**src/shared/tps_defines.svh**
```systemverilog
// constants of the touch panel supervisor: offsets, reset values, limits, timing
`ifndef TPS_DEFINES_SVH
`define TPS_DEFINES_SVH

// ==========================================================
// register byte offsets
`define TPS_ADR_CTRL      8'h00
`define TPS_ADR_STATUS    8'h04
`define TPS_ADR_WDT       8'h08
`define TPS_ADR_LOGPTR    8'h0c
`define TPS_ADR_LOGSEL    8'h10
`define TPS_ADR_LOGTS     8'h14
`define TPS_ADR_LOGINFO   8'h18
`define TPS_ADR_SECRST    8'h1c
`define TPS_ADR_SECBIRTH  8'h20
`define TPS_ADR_TOUCH     8'h24
`define TPS_ADR_LASTERR   8'h28
`define TPS_ADR_COUNT     8'h2c

// ==========================================================
// fields and reset values
`define TPS_CTRL_MUTUAL_BIT 0
`define TPS_CTRL_RESET      1'b0
`define TPS_WDT_KEY         8'h5a

// ==========================================================
// sensing limits
`define TPS_DEB_SAMPLES     2'd2
`define TPS_SELF_MAX_COUNT  10'd625
// 600 leaves 200 counts of headroom over the 400 mutual baseline
`define TPS_MUT_MAX_COUNT   10'd600
`define TPS_SELF_BTN_MASK   32'h0000_0fff
`define TPS_SELF_SLD_MASK   32'h0000_f000
`define TPS_MAT0_MASK       32'h0000_ffff
`define TPS_MAT1_MASK       32'hffff_0000

// ==========================================================
// timing
`define TPS_CLK_HZ          10000000
`define TPS_WDT_TIMEOUT_S   16
`define TPS_WDT_CYCLES      (`TPS_WDT_TIMEOUT_S * `TPS_CLK_HZ)
`define TPS_POST_MS         500
`define TPS_POST_CYCLES     (`TPS_POST_MS * (`TPS_CLK_HZ / 1000))

// ==========================================================
// log identifiers
`define TPS_SYS_BOOT        4'h1
`define TPS_SYS_ERR         4'h2
`define TPS_SYS_TOUCH       4'h3
`define TPS_MSG_RESET_CAUSE 8'h01
`define TPS_MSG_FATAL       8'h02
`define TPS_MSG_NONFATAL    8'h03
`define TPS_MSG_TOUCH       8'h04
`define TPS_MSG_RELEASE     8'h05
`define TPS_ERR_VACANT      8'hff

`endif

```
**src/shared/tps_pkg.sv**
```systemverilog
// types shared by the touch panel supervisor and its bench
package tps_pkg;

   typedef struct packed {
      logic       touch;
      logic       prox;
      logic       noise;
      logic [4:0] elem;
      logic [9:0] count;
   } tps_sample_t;

   typedef struct packed {
      logic       fatal;
      logic [7:0] code;
   } tps_err_t;

   typedef struct packed {
      logic [31:0] ts;
      logic [3:0]  subsystem_id;
      logic [7:0]  message_id;
      logic [15:0] message_payload;
   } tps_log_t;

   typedef enum logic [2:0] {
      TPS_ST_POST = 3'b001,
      TPS_ST_RUN  = 3'b010,
      TPS_ST_HALT = 3'b100
   } tps_state_t;

endpackage

```
**src/core/tps_supervisor.sv**
```systemverilog
// touch panel supervisor: debounce, clamp, exclusive buttons, log, errors, watchdog
`timescale 1ns/1ps
`default_nettype none
`include "tps_defines.svh"

module tps_supervisor #(
   parameter int LOG_DEPTH     = 16,
   parameter int WDT_CYCLES    = `TPS_WDT_CYCLES,
   parameter int POST_CYCLES   = `TPS_POST_CYCLES,
   parameter int TICKS_PER_SEC = `TPS_CLK_HZ
) (
   input  wire logic                CLK,
   input  wire logic                RESET,
   input  wire logic                WB_CYC_I,
   input  wire logic                WB_STB_I,
   input  wire logic                WB_WE_I,
   input  wire logic [7:0]          WB_ADR_I,
   input  wire logic [3:0]          WB_SEL_I,
   input  wire logic [31:0]         WB_DAT_I,
   output var  logic [31:0]         WB_DAT_O,
   output var  logic                WB_ACK_O,
   input  wire logic                SMP_VALID,
   input  wire tps_pkg::tps_sample_t SMP,
   input  wire logic [9:0]          SLIDER_RAW,
   input  wire logic                ERR_VALID,
   input  wire tps_pkg::tps_err_t   ERR,
   input  wire logic                VACANT_ACCESS,
   input  wire logic [7:0]          RESET_CAUSE_VECTOR,
   input  wire logic                NV_INIT,
   output var  logic [31:0]         LED_STATE,
   output var  logic [7:0]          SLIDER_POS,
   output var  logic                LED_LATCH,
   output var  logic                LED_NOISE,
   output var  logic                LED_FAULT,
   output var  logic                HALTED,
   output var  logic                WDT_RESET_REQ
);

   localparam int LW = $clog2(LOG_DEPTH);

   // ==========================================================
   // helpers
   function automatic logic [2:0] deb_step(input logic st, input logic raw,
                                            input logic [1:0] cnt);
      if (raw == st)
         return {st, 2'd0};
      else if (cnt == `TPS_DEB_SAMPLES)
         return {raw, 2'd0};
      else
         return {st, 2'(cnt + 2'd1)};
   endfunction

   function automatic logic [9:0] clamp(input logic [9:0] v, input logic [9:0] lim);
      return (v > lim) ? lim : v;
   endfunction

   function automatic logic [4:0] lowest_idx(input logic [31:0] v);
      logic [4:0] r;
      r = 5'd0;
      for (int i = 31; i >= 0; i--)
         if (v[i])
            r = 5'(i);
      return r;
   endfunction

   // ==========================================================
   // state
   tps_pkg::tps_state_t state_reg, state_next;
   logic [31:0]      post_cnt_reg;
   logic             nv_s1_reg, nv_s2_reg;
   logic             ctrl_mutual_reg;
   logic [31:0]      deb_touch_reg, deb_prox_reg, noise_reg;
   logic [1:0]       tcnt_reg [32];
   logic [1:0]       pcnt_reg [32];
   logic [1:0]       own_v_reg;
   logic [4:0]       own0_reg, own1_reg;
   logic [7:0]       slider_reg;
   logic [9:0]       count_reg;
   logic             latch_reg;
   logic [7:0]       last_err_reg;
   logic             boot_pend_reg;
   tps_pkg::tps_log_t log_mem [LOG_DEPTH];
   logic [LW-1:0]    wptr_reg, log_sel_reg;
   logic             wrapped_reg;
   logic [31:0]      presc_reg, sec_rst_reg, sec_birth_reg, wdt_cnt_reg;
   logic             wdt_rst_reg;
   logic             ack_reg, wait_reg;
   logic [31:0]      dat_reg;
   logic [31:0]      led_reg;
   logic             noise_led_reg;

   // ==========================================================
   // sampling path
   wire       running    = (state_reg == tps_pkg::TPS_ST_RUN);
   wire       take       = SMP_VALID && !(state_reg == tps_pkg::TPS_ST_HALT);
   wire [9:0] lim        = ctrl_mutual_reg ? `TPS_MUT_MAX_COUNT : `TPS_SELF_MAX_COUNT;
   wire [9:0] clamped    = clamp(SMP.count, lim);
   wire [2:0] t_step     = deb_step(deb_touch_reg[SMP.elem], SMP.touch,
                                    tcnt_reg[SMP.elem]);
   wire [2:0] p_step     = deb_step(deb_prox_reg[SMP.elem], SMP.prox,
                                    pcnt_reg[SMP.elem]);
   wire       t_flip     = take && (t_step[2] != deb_touch_reg[SMP.elem]);

   // ==========================================================
   // exclusive button groups
   wire [31:0] g0_mask   = ctrl_mutual_reg ? `TPS_MAT0_MASK : `TPS_SELF_BTN_MASK;
   wire [31:0] g1_mask   = ctrl_mutual_reg ? `TPS_MAT1_MASK : 32'h0000_0000;
   wire [31:0] free_mask = ctrl_mutual_reg ? 32'h0000_0000 : `TPS_SELF_SLD_MASK;
   wire [31:0] g0_touch  = deb_touch_reg & g0_mask;
   wire [31:0] g1_touch  = deb_touch_reg & g1_mask;
   wire [31:0] own0_hot  = own_v_reg[0] ? (32'h0000_0001 << own0_reg) : 32'h0000_0000;
   wire [31:0] own1_hot  = own_v_reg[1] ? (32'h0000_0001 << own1_reg) : 32'h0000_0000;
   // in self mode slider elements bypass the ownership gate; in mutual mode they fall in group 0
   wire [31:0] shown     = (deb_touch_reg & free_mask) | (g0_touch & own0_hot)
                         | (g1_touch & own1_hot);
   wire        sld_touch = |(deb_touch_reg & free_mask);

   // ==========================================================
   // log source selection, boot first, then errors, then touch
   wire        err_any   = ERR_VALID || VACANT_ACCESS;
   wire        err_fatal = VACANT_ACCESS || (ERR_VALID && ERR.fatal);
   wire [7:0]  err_code  = VACANT_ACCESS ? `TPS_ERR_VACANT : ERR.code;
   // nothing is logged while reset is held, so each boot leaves one entry
   wire        log_we    = !RESET && (boot_pend_reg || err_any || (t_flip && running));
   wire [3:0]  log_sys   = boot_pend_reg ? `TPS_SYS_BOOT
                         : err_any ? `TPS_SYS_ERR : `TPS_SYS_TOUCH;
   wire [7:0]  log_msg   = boot_pend_reg ? `TPS_MSG_RESET_CAUSE
                         : err_any ? (err_fatal ? `TPS_MSG_FATAL : `TPS_MSG_NONFATAL)
                         : (t_step[2] ? `TPS_MSG_TOUCH : `TPS_MSG_RELEASE);
   wire [15:0] log_pay   = boot_pend_reg ? {8'h00, RESET_CAUSE_VECTOR}
                         : err_any ? {8'h00, err_code} : {11'h000, SMP.elem};
   wire tps_pkg::tps_log_t log_entry = '{ts: sec_rst_reg, subsystem_id: log_sys,
                                         message_id: log_msg,
                                         message_payload: log_pay};

   // ==========================================================
   // bus decode
   wire        req       = WB_CYC_I && WB_STB_I && !ack_reg;
   wire        nv_area   = (WB_ADR_I == `TPS_ADR_LOGTS) || (WB_ADR_I == `TPS_ADR_LOGINFO);
   // retained memory answers one cycle later than plain registers
   wire        ack_next  = req && (!nv_area || wait_reg);
   wire        wr        = ack_next && WB_WE_I && WB_SEL_I[0];
   wire        wdt_kick  = wr && (WB_ADR_I == `TPS_ADR_WDT) && (WB_DAT_I[7:0] == `TPS_WDT_KEY);
   wire tps_pkg::tps_log_t sel_entry = log_mem[log_sel_reg];
   wire [31:0] rd_data =
      (WB_ADR_I == `TPS_ADR_CTRL)     ? {31'h0, ctrl_mutual_reg} :
      (WB_ADR_I == `TPS_ADR_STATUS)   ? {16'h0, slider_reg, 4'h0, noise_led_reg, latch_reg,
                                         (state_reg == tps_pkg::TPS_ST_POST),
                                         (state_reg == tps_pkg::TPS_ST_HALT)} :
      (WB_ADR_I == `TPS_ADR_LOGPTR)   ? {23'h0, wrapped_reg, 8'(wptr_reg)} :
      (WB_ADR_I == `TPS_ADR_LOGSEL)   ? 32'(log_sel_reg) :
      (WB_ADR_I == `TPS_ADR_LOGTS)    ? sel_entry.ts :
      (WB_ADR_I == `TPS_ADR_LOGINFO)  ? {4'h0, sel_entry.subsystem_id, sel_entry.message_id,
                                         sel_entry.message_payload} :
      (WB_ADR_I == `TPS_ADR_SECRST)   ? sec_rst_reg :
      (WB_ADR_I == `TPS_ADR_SECBIRTH) ? sec_birth_reg :
      (WB_ADR_I == `TPS_ADR_TOUCH)    ? deb_touch_reg :
      (WB_ADR_I == `TPS_ADR_LASTERR)  ? {24'h0, last_err_reg} :
      (WB_ADR_I == `TPS_ADR_COUNT)    ? {22'h0, count_reg} : 32'h0000_0000;

   // ==========================================================
   // mode sequencing
   always_comb begin
      case (state_reg)
         tps_pkg::TPS_ST_POST: state_next = (post_cnt_reg >= 32'(POST_CYCLES - 1))
                                            ? tps_pkg::TPS_ST_RUN : tps_pkg::TPS_ST_POST;
         tps_pkg::TPS_ST_RUN:  state_next = tps_pkg::TPS_ST_RUN;
         tps_pkg::TPS_ST_HALT: state_next = tps_pkg::TPS_ST_HALT;
         default:              state_next = tps_pkg::TPS_ST_HALT;
      endcase
      if (err_fatal)
         state_next = tps_pkg::TPS_ST_HALT;
   end

   always_ff @(posedge CLK) begin
      if (RESET) begin
         state_reg    <= tps_pkg::TPS_ST_POST;
         post_cnt_reg <= 32'h0000_0000;
      end else begin
         state_reg    <= state_next;
         post_cnt_reg <= post_cnt_reg + 32'h0000_0001;
      end
   end

   // ==========================================================
   // retained state: cleared only by programming, never by reset
   always_ff @(posedge CLK) begin
      nv_s1_reg <= NV_INIT;
      nv_s2_reg <= nv_s1_reg;
   end

   always_ff @(posedge CLK) begin
      if (nv_s2_reg) begin
         deb_touch_reg <= 32'h0000_0000;
         slider_reg    <= 8'h00;
         sec_birth_reg <= 32'h0000_0000;
         wptr_reg      <= '0;
         wrapped_reg   <= 1'b0;
      end else begin
         if (take)
            deb_touch_reg[SMP.elem] <= t_step[2];
         if (sld_touch && running)
            slider_reg <= SLIDER_RAW[9:2];
         if (!RESET && presc_reg == 32'(TICKS_PER_SEC - 1))
            sec_birth_reg <= sec_birth_reg + 32'h0000_0001;
         if (log_we) begin
            wptr_reg <= wptr_reg + LW'(1);
            if (wptr_reg == LW'(LOG_DEPTH - 1))
               wrapped_reg <= 1'b1;
         end
      end
   end

   always_ff @(posedge CLK) begin
      if (log_we)
         log_mem[wptr_reg] <= log_entry;
   end

   // ==========================================================
   // volatile sensing state
   always_ff @(posedge CLK) begin
      if (RESET) begin
         deb_prox_reg <= 32'h0000_0000;
         noise_reg    <= 32'h0000_0000;
         count_reg    <= 10'h000;
         own_v_reg    <= 2'b00;
         own0_reg     <= 5'h00;
         own1_reg     <= 5'h00;
         latch_reg    <= 1'b0;
         for (int i = 0; i < 32; i++) begin
            tcnt_reg[i] <= 2'd0;
            pcnt_reg[i] <= 2'd0;
         end
      end else begin
         if (take) begin
            tcnt_reg[SMP.elem]     <= t_step[1:0];
            pcnt_reg[SMP.elem]     <= p_step[1:0];
            deb_prox_reg[SMP.elem] <= p_step[2];
            noise_reg[SMP.elem]    <= SMP.noise;
            count_reg              <= clamped;
         end
         // owner kept until the whole group reads released
         if (g0_touch == 32'h0000_0000)
            own_v_reg[0] <= 1'b0;
         else if (!own_v_reg[0]) begin
            own_v_reg[0] <= 1'b1;
            own0_reg     <= lowest_idx(g0_touch);
         end
         if (g1_touch == 32'h0000_0000)
            own_v_reg[1] <= 1'b0;
         else if (!own_v_reg[1]) begin
            own_v_reg[1] <= 1'b1;
            own1_reg     <= lowest_idx(g1_touch);
         end
         if (running && (deb_touch_reg != 32'h0000_0000))
            latch_reg <= 1'b1;
      end
   end

   // ==========================================================
   // errors, boot cause, timestamps, watchdog
   always_ff @(posedge CLK) begin
      if (RESET) begin
         last_err_reg  <= 8'h00;
         boot_pend_reg <= 1'b1;
         presc_reg     <= 32'h0000_0000;
         sec_rst_reg   <= 32'h0000_0000;
         wdt_cnt_reg   <= 32'h0000_0000;
         wdt_rst_reg   <= 1'b0;
      end else begin
         boot_pend_reg <= 1'b0;
         if (err_any && !boot_pend_reg)
            last_err_reg <= err_code;
         if (presc_reg == 32'(TICKS_PER_SEC - 1)) begin
            presc_reg   <= 32'h0000_0000;
            sec_rst_reg <= sec_rst_reg + 32'h0000_0001;
         end else
            presc_reg <= presc_reg + 32'h0000_0001;
         if (wdt_kick || wdt_cnt_reg == 32'(WDT_CYCLES - 1))
            wdt_cnt_reg <= 32'h0000_0000;
         else
            wdt_cnt_reg <= wdt_cnt_reg + 32'h0000_0001;
         wdt_rst_reg <= !wdt_kick && (wdt_cnt_reg == 32'(WDT_CYCLES - 1));
      end
   end

   // ==========================================================
   // wishbone slave
   always_ff @(posedge CLK) begin
      if (RESET) begin
         ack_reg         <= 1'b0;
         wait_reg        <= 1'b0;
         dat_reg         <= 32'h0000_0000;
         ctrl_mutual_reg <= `TPS_CTRL_RESET;
         log_sel_reg     <= '0;
      end else begin
         ack_reg  <= ack_next;
         wait_reg <= req && nv_area && !wait_reg;
         if (ack_next)
            dat_reg <= rd_data;
         if (wr && WB_ADR_I == `TPS_ADR_CTRL)
            ctrl_mutual_reg <= WB_DAT_I[`TPS_CTRL_MUTUAL_BIT];
         if (wr && WB_ADR_I == `TPS_ADR_LOGSEL)
            log_sel_reg <= WB_DAT_I[LW-1:0];
      end
   end

   // ==========================================================
   // indicator outputs
   always_ff @(posedge CLK) begin
      if (RESET) begin
         led_reg       <= 32'hffff_ffff;
         noise_led_reg <= 1'b0;
      end else begin
         // test pattern first, retained states only afterwards
         led_reg       <= (state_next == tps_pkg::TPS_ST_POST) ? 32'hffff_ffff : shown;
         noise_led_reg <= |noise_reg;
      end
   end

   wire post_on = (state_reg == tps_pkg::TPS_ST_POST);

   always_ff @(posedge CLK) begin
      if (RESET) begin
         LED_LATCH     <= 1'b1;
         LED_NOISE     <= 1'b1;
         LED_FAULT     <= 1'b1;
         HALTED        <= 1'b0;
         SLIDER_POS    <= 8'h00;
         WDT_RESET_REQ <= 1'b0;
      end else begin
         LED_LATCH     <= post_on || latch_reg;
         LED_NOISE     <= post_on || noise_led_reg;
         LED_FAULT     <= post_on || (state_reg == tps_pkg::TPS_ST_HALT);
         HALTED        <= (state_reg == tps_pkg::TPS_ST_HALT);
         SLIDER_POS    <= slider_reg;
         WDT_RESET_REQ <= wdt_rst_reg;
      end
   end

   assign LED_STATE = led_reg;
   assign WB_DAT_O  = dat_reg;
   assign WB_ACK_O  = ack_reg;

endmodule

`default_nettype wire

```
**config.mk**
```make
export PLATFORM = sky130hd
export DESIGN_NAME = tps_supervisor
export DESIGN_NICKNAME = d
export VERILOG_FILES = /design/src/shared/tps_pkg.sv /design/src/core/tps_supervisor.sv
export VERILOG_INCLUDE_DIRS = /design/src /design/src/shared
export SDC_FILE = /design/constraint.sdc
export NUM_CORES = 2
export LEC_CHECK = 0
export CAP_MARGIN = 10
export CORE_MARGIN = 10
export CORE_UTILIZATION = 55
export CTS_BUF_LIST = sky130_fd_sc_hd__clkbuf_2 sky130_fd_sc_hd__clkbuf_4 sky130_fd_sc_hd__clkbuf_8
export DETAILED_ROUTE_END_ITERATION = 6
export DONT_BUFFER_PORTS = 1
export HOLD_SLACK_MARGIN = 0.08
export PLACE_DENSITY = 0.77
export SLEW_MARGIN = 5
export SYNTH_ARGS = -nofsm -noshare
export SYNTH_HDL_FRONTEND = slang
export SYNTH_SLANG_ARGS = --single-unit
export TNS_END_PERCENT = 10
```
**constraint.sdc**
```tcl
create_clock -name CLK -period 13.2 [get_ports CLK]
set_input_delay 2.64 -clock CLK [delete_from_list [all_inputs] [get_ports CLK]]
set_output_delay 2.64 -clock CLK [all_outputs]
set_load 0.01 [all_outputs]
```
-- After elaboration in Yosys (flattened, before gate mapping)
Memories as Yosys holds them, arrays and structs flattened. A register that Yosys moved wholly into a read port is not among the register bits.
Index checks and enable logic that the tools add are counted.
- add/subtract/negate cells: 7
- magnitude comparators: 4
- equality and inequality tests: 22
- shift-type cells: 2
- muxes and demuxes: 116
- bitwise operators: 11
- reduce and logical (&&, ||, !) cells: 52
- operators with widths (cell ; number):
    two-way mux 32 bit ; 12
    two-way mux 5 bit ; 65
    adder 32 x 1 -> 32 bit (second input constant) ; 5
    bitwise AND 32 bit ; 3
    bitwise AND 32 x 16 -> 32 bit ; 2
    bitwise mux 32 bit ; 2
    logical NOT 32 bit ; 2
    OR 32 bit ; 2
    OR reduction 32 bit ; 2
    left shift 1 x 5 -> 32 bit (first input constant) ; 2
    equality test 32 x 24 -> 1 bit (second input constant) ; 1
    equality test 32 x 28 -> 1 bit (second input constant) ; 1
    equality test 8 x 5 -> 1 bit (second input constant) ; 4
    equality test 8 x 6 -> 1 bit (second input constant) ; 4
    greater-or-equal comparator 32 x 23 -> 1 bit (second input constant) ; 1
    two-way mux 16 bit ; 2
    nonzero test 32 bit ; 1
    two-way mux 10 bit ; 3
    two-way mux 8 bit ; 3
    logical AND 1 bit ; 22
    equality test 8 x 4 -> 1 bit (second input constant) ; 2
    two-way mux 1 bit ; 15
    two-way mux 3 bit ; 5
    greater-than comparator 10 bit ; 1
    25 further kinds ; 52
- bits in registers: 360
- RAM bits: 784
- bits of input ports: 98
- output and inout bits: 78
- word-level logic and storage cells: 250
- memories: 2
- memories (name ; depth ; width ; rd ports ; clocked after memory_dff ; wr ports ; line ; RTL):
    log_mem ; 16 ; 45 ; 1 ; 1 ; 1 ; tps_supervisor.sv:82 ; tps_pkg::tps_log_t log_mem [LOG_DEPTH];
    tcnt_reg ; 32 ; 2 ; 1 ; 0 ; 32 ; tps_supervisor.sv:73 ; logic [1:0] tcnt_reg [32];

-- Depth between registers and ports, before layout
- word-level depth: 34
- depth in mapped cells: 17
- mapped depth without buffers: 13

-- Worst setup path after synthesis
OpenSTA, ideal clock, no wires.
- path type: in2reg
- from: in SMP[10] (netlist name)
- to: mem log_mem[10][0] (netlist name) (enable)
- setup time: 407 ps
- arrival: 6303 ps
- required time: 12793 ps
- setup slack: 6489 ps
- stages: 15
- path buffers: 2
- path through: clkbuf_1 mux4_2 nand2_1 o311ai_1 a21oi_1 and2_1 inv_1 ha_1 nor2_1 nand2_1 a21oi_1 a311oi_4 a21oi_4 buf_4 and3_1
- cells in the longest elaborated chain, start to end: 11
- elaborated cells between the ends (all ways): 14
- classes of those cells: eq/ne: 3; mux: 6; reduce/logical: 4; memory: 1
- RTL lines (item ; line ; RTL):
    from (decl) ; tps_supervisor.sv:23 ; input wire tps_pkg::tps_sample_t SMP,
    memory (32 x 2 bit) or binary-select mux 1 bit (select 5 bit) (tied branches) ; - ;
    equality test 2 bit (no source line) or two-way mux 1 bit (tied branches) ; - ;
    two-way mux 3 bit or equality test 1 bit (tied branches) ; tps_supervisor.sv:47, tps_supervisor.sv:45 ;
    two-way mux 3 bit ; tps_supervisor.sv:45 ; if (raw == st)
    inequality test 1 bit * ; tps_supervisor.sv:102 ; wire t_flip = take && (t_step[2] != deb_touch_reg[SMP.elem]);
    logical AND 1 bit * ; tps_supervisor.sv:102 ;
    logical AND 1 bit * ; tps_supervisor.sv:124 ; wire log_we = !RESET && (boot_pend_reg || err_any || (t_flip && running));
    logical OR 1 bit * ; tps_supervisor.sv:124 ;
    logical AND 1 bit * ; tps_supervisor.sv:124 ;
    two-way mux 1 bit * ; tps_supervisor.sv:215 ; if (log_we)
    two-way mux 1 bit (not written as such) * ; tps_supervisor.sv:216 ; log_mem[wptr_reg] <= log_entry;
    to (decl) ; tps_supervisor.sv:82 ;
Mark *: on every way between the ends. The rest lies on a longest branch, timed or not. The select of a mux whose other input is x is not followed.

-- Final worst setup path
- from: in SMP[14] (netlist name)
- to: mem log_mem[5][32] (netlist name) (enable)
The elaborated chain is that of the path after synthesis.

==> flow_metrics.env <==
export IMPL_post_synth_top_count_cell="edfxtp_1"
export IMPL_required_ns=13.63
export IMPL_post_place_ws_ns=5.98
export IMPL_synth_area_leaders="edfxtp_1, dfxtp_1, mux4_2, nor2_1, mux2i_1"
export IMPL_clock_skew_ns=0.0359
export IMPL_tightest_slew_ns=1.11
export IMPL_yosysTopAreaCell="edfxtp_1"
export IMPL_setup_violations=0
export IMPL_io_buffers=0
export IMPL_place_gp_congestion=0.917
export IMPL_stdcell_count=4557
export IMPL_seq_area_frac_synth=0.661
export IMPL_synth_area_sq_um=46600
export IMPL_synthesis_nets=3322
export IMPL_grtUsageTotal=0.245
export IMPL_dpl_hpwl_um=73600
export IMPL_htreeDepth=4
export IMPL_cts_setup_buffers=0
export IMPL_synth_ff_type="edfxtp_1"
export IMPL_crit_path_end_kind="flop"
export IMPL_layout_min_cycle_time_ns=6.50
export IMPL_postSynthAreaPerCell_sq_um=14.5
export IMPL_first_global_vias=27870
export IMPL_die_y_um=311
export IMPL_final_hold_violation_count=0
export IMPL_hp_class="reg2reg"
export IMPL_vias=28771
export IMPL_ys_seq_elements=1147
export IMPL_async_flop_share=0
export IMPL_finalCritPeriodShare=0.492
export IMPL_wl_um=121000
export IMPL_synth_cells=3211
export IMPL_fin_nets=3381
export IMPL_drt_pass1_iter_count=7
export IMPL_path_class="in2reg"
export IMPL_max_freq_mhz=154
export IMPL_grt_max_degree=205
export IMPL_wire_per_inst_um=26.5
export IMPL_total_leakage_power_nw=16.9
export IMPL_start_util=0.556
export IMPL_coreArea_sq_um=83800
export IMPL_worstSetupStartpointType="primary input"
export IMPL_cts_repair_resized=0
export IMPL_clock_latency_ns=0.82
export IMPL_setup_tns_ns=0
export IMPL_postCtsHoldBufs=0
export IMPL_status="finished, final reports clean"
export IMPL_rsz0062_at_grt="false"
export IMPL_synth_top_area_frac=0.505
export IMPL_die_x_um=311
export IMPL_yosysUniqueCellTypes=83
export IMPL_largest_reg_flops=720
export IMPL_tritoncts="done"
export IMPL_cp_arrival_ns=6.93
export IMPL_antenna_left=0
export IMPL_drt_drc_violations_left=0
export IMPL_r2r_setup_slack_ns=8.36
export IMPL_clock_sinks=1147
export IMPL_clkSlewWorstSetupHoldPaths_ns=0.07
export IMPL_synth_edf_count=784
export IMPL_antenna_found_initial=8
export IMPL_initialDrtViolationCount=3884
export IMPL_routed_via_density=6.31
export IMPL_maxSlewViolCount=0
export IMPL_cts_root_buf="clkbuf_8"
export IMPL_ir_worst_vdd_v=0.0000838
export IMPL_clock_path_buffers=3
export IMPL_areaGrowthSynthToFinish_pct=10.3
export IMPL_overflow=0
export IMPL_ys_warn_count=0
export IMPL_fp_row_count=106
export IMPL_slew_headroom=0.259
export IMPL_synth_commonest_cells="edfxtp_1, nor2_1, dfxtp_1"
export IMPL_setup_slack_ns=6.70
export IMPL_ios=176
export IMPL_drive_gt1_frac=0.208
export IMPL_dieArea_sq_um=96800
export IMPL_dp_cells=4225
export IMPL_power_density_nw_per_um2=138
export IMPL_tritoncts_num_buffers=175
export IMPL_cap_violations=0
export IMPL_grt_pass1_wl_um=179000
export IMPL_cp_max_fo=29
worst paths after layout:
check	from	endpoint	depth (start not counted)
setup / recovery	SMP[14]	log_mem[5][32]$_DFFE_PP_	14
hold / removal	nv_s1_reg$_DFF_P_	nv_s2_reg$_DFF_P_	0
setup reg to reg	deb_touch_reg[26]$_SDFFE_PP0P_	log_mem[5][32]$_DFFE_PP_	14
hold reg to reg	nv_s1_reg$_DFF_P_	nv_s2_reg$_DFF_P_	0
power breakdown:
group | internal, W | switching (W) | total (W)
registers | 0.00387 | 0.0000443 | 0.00391
logic | 0.0000739 | 0.000135 | 0.000209
clock network | 0.00164 | 0.00136 | 0.00300
total | 0.00558 | 0.00154 | 0.00712
per-stage QoR:
stage	hold WS, ns	power, W	utilization	cell area, sq um
2_1_floorplan	0.310	0.00413	-	46600
3_3_place_gp	0.311	0.00419	0.569	47700
3_5_place_dp	0.312	0.00419	0.569	47700
4_1_cts	0.325	0.00715	0.613	51400
5_1_grt	0.335	0.00734	0.613	51400
6_report	0.326	0.00712	0.613	51400
cell type report:
cell class,instances,area (sq um)
inverter,62,234
antenna,5,12.5
sequential,1147,30800
multi-input combinational,1833,14900
fill,6106,32400
timing repair buffer,51,399
clock buffer,268,3260
tap,1134,1420
clock inverter,57,380
worst max-delay path, stage by stage:
cell and delay, ns:
nand3b_1 0.48, o22ai_1 0.18, or3_1 0.37, a21oi_1 0.36
and2_1 0.28, inv_1 0.07, ha_1 0.31, nor2_1 0.11
nand2_1 0.06, a21oi_1 0.21, a311oi_4 0.10, a21oi_4 0.35
and3_2 0.75, buf_4 0.63
logic make-up (layout without fill, tap and decap cells):
kind of cell | Yosys count | count (layout) | synth area share
AOI/OAI and AO/OA | 401 | 401 | 0.0632
xor gates and xnor gates | 129 | 129 | 0.0242
adders and majority gates | 13 | 13 | 0.00349
buffers and inverters | 231 | 438 | 0.0211
DFF | 1147 | 1147 | 0.661
muxes | 305 | 305 | 0.125
other | 0 | 5 | 0
and+or+nand+nor | 985 | 985 | 0.102
metal layers:
metal  wire length (um)  track usage  vias up
li1                   -            -    12442
met1              45700        0.326    14363
met2              56100        0.378     1712
met3              15000       0.0732      248
met4               4070       0.0955        6
met5                 48            0        -
cells in the final DEF (no fill, tap or decap), types with 28 or more instances in the layout:
master,synthesis,layout
a21oi_1,86,86
a22oi_1,46,46
a31o_2,28,28
and3_1,53,41
buf_4,3,49
clkbuf_4,0,69
clkbuf_8,0,199
dfxtp_1,363,359
edfxtp_1,784,784
inv_1,60,60
mux2i_1,78,78
mux4_2,221,221
nand2_1,155,155
nand3_1,108,108
nand4_1,28,28
nor2_1,402,397
nor3_1,45,44
nor4_1,29,28
o21ai_0,74,74
or3_1,34,34
xnor2_1,45,45
xor2_1,84,84
(Power assumes the default switching activity.)
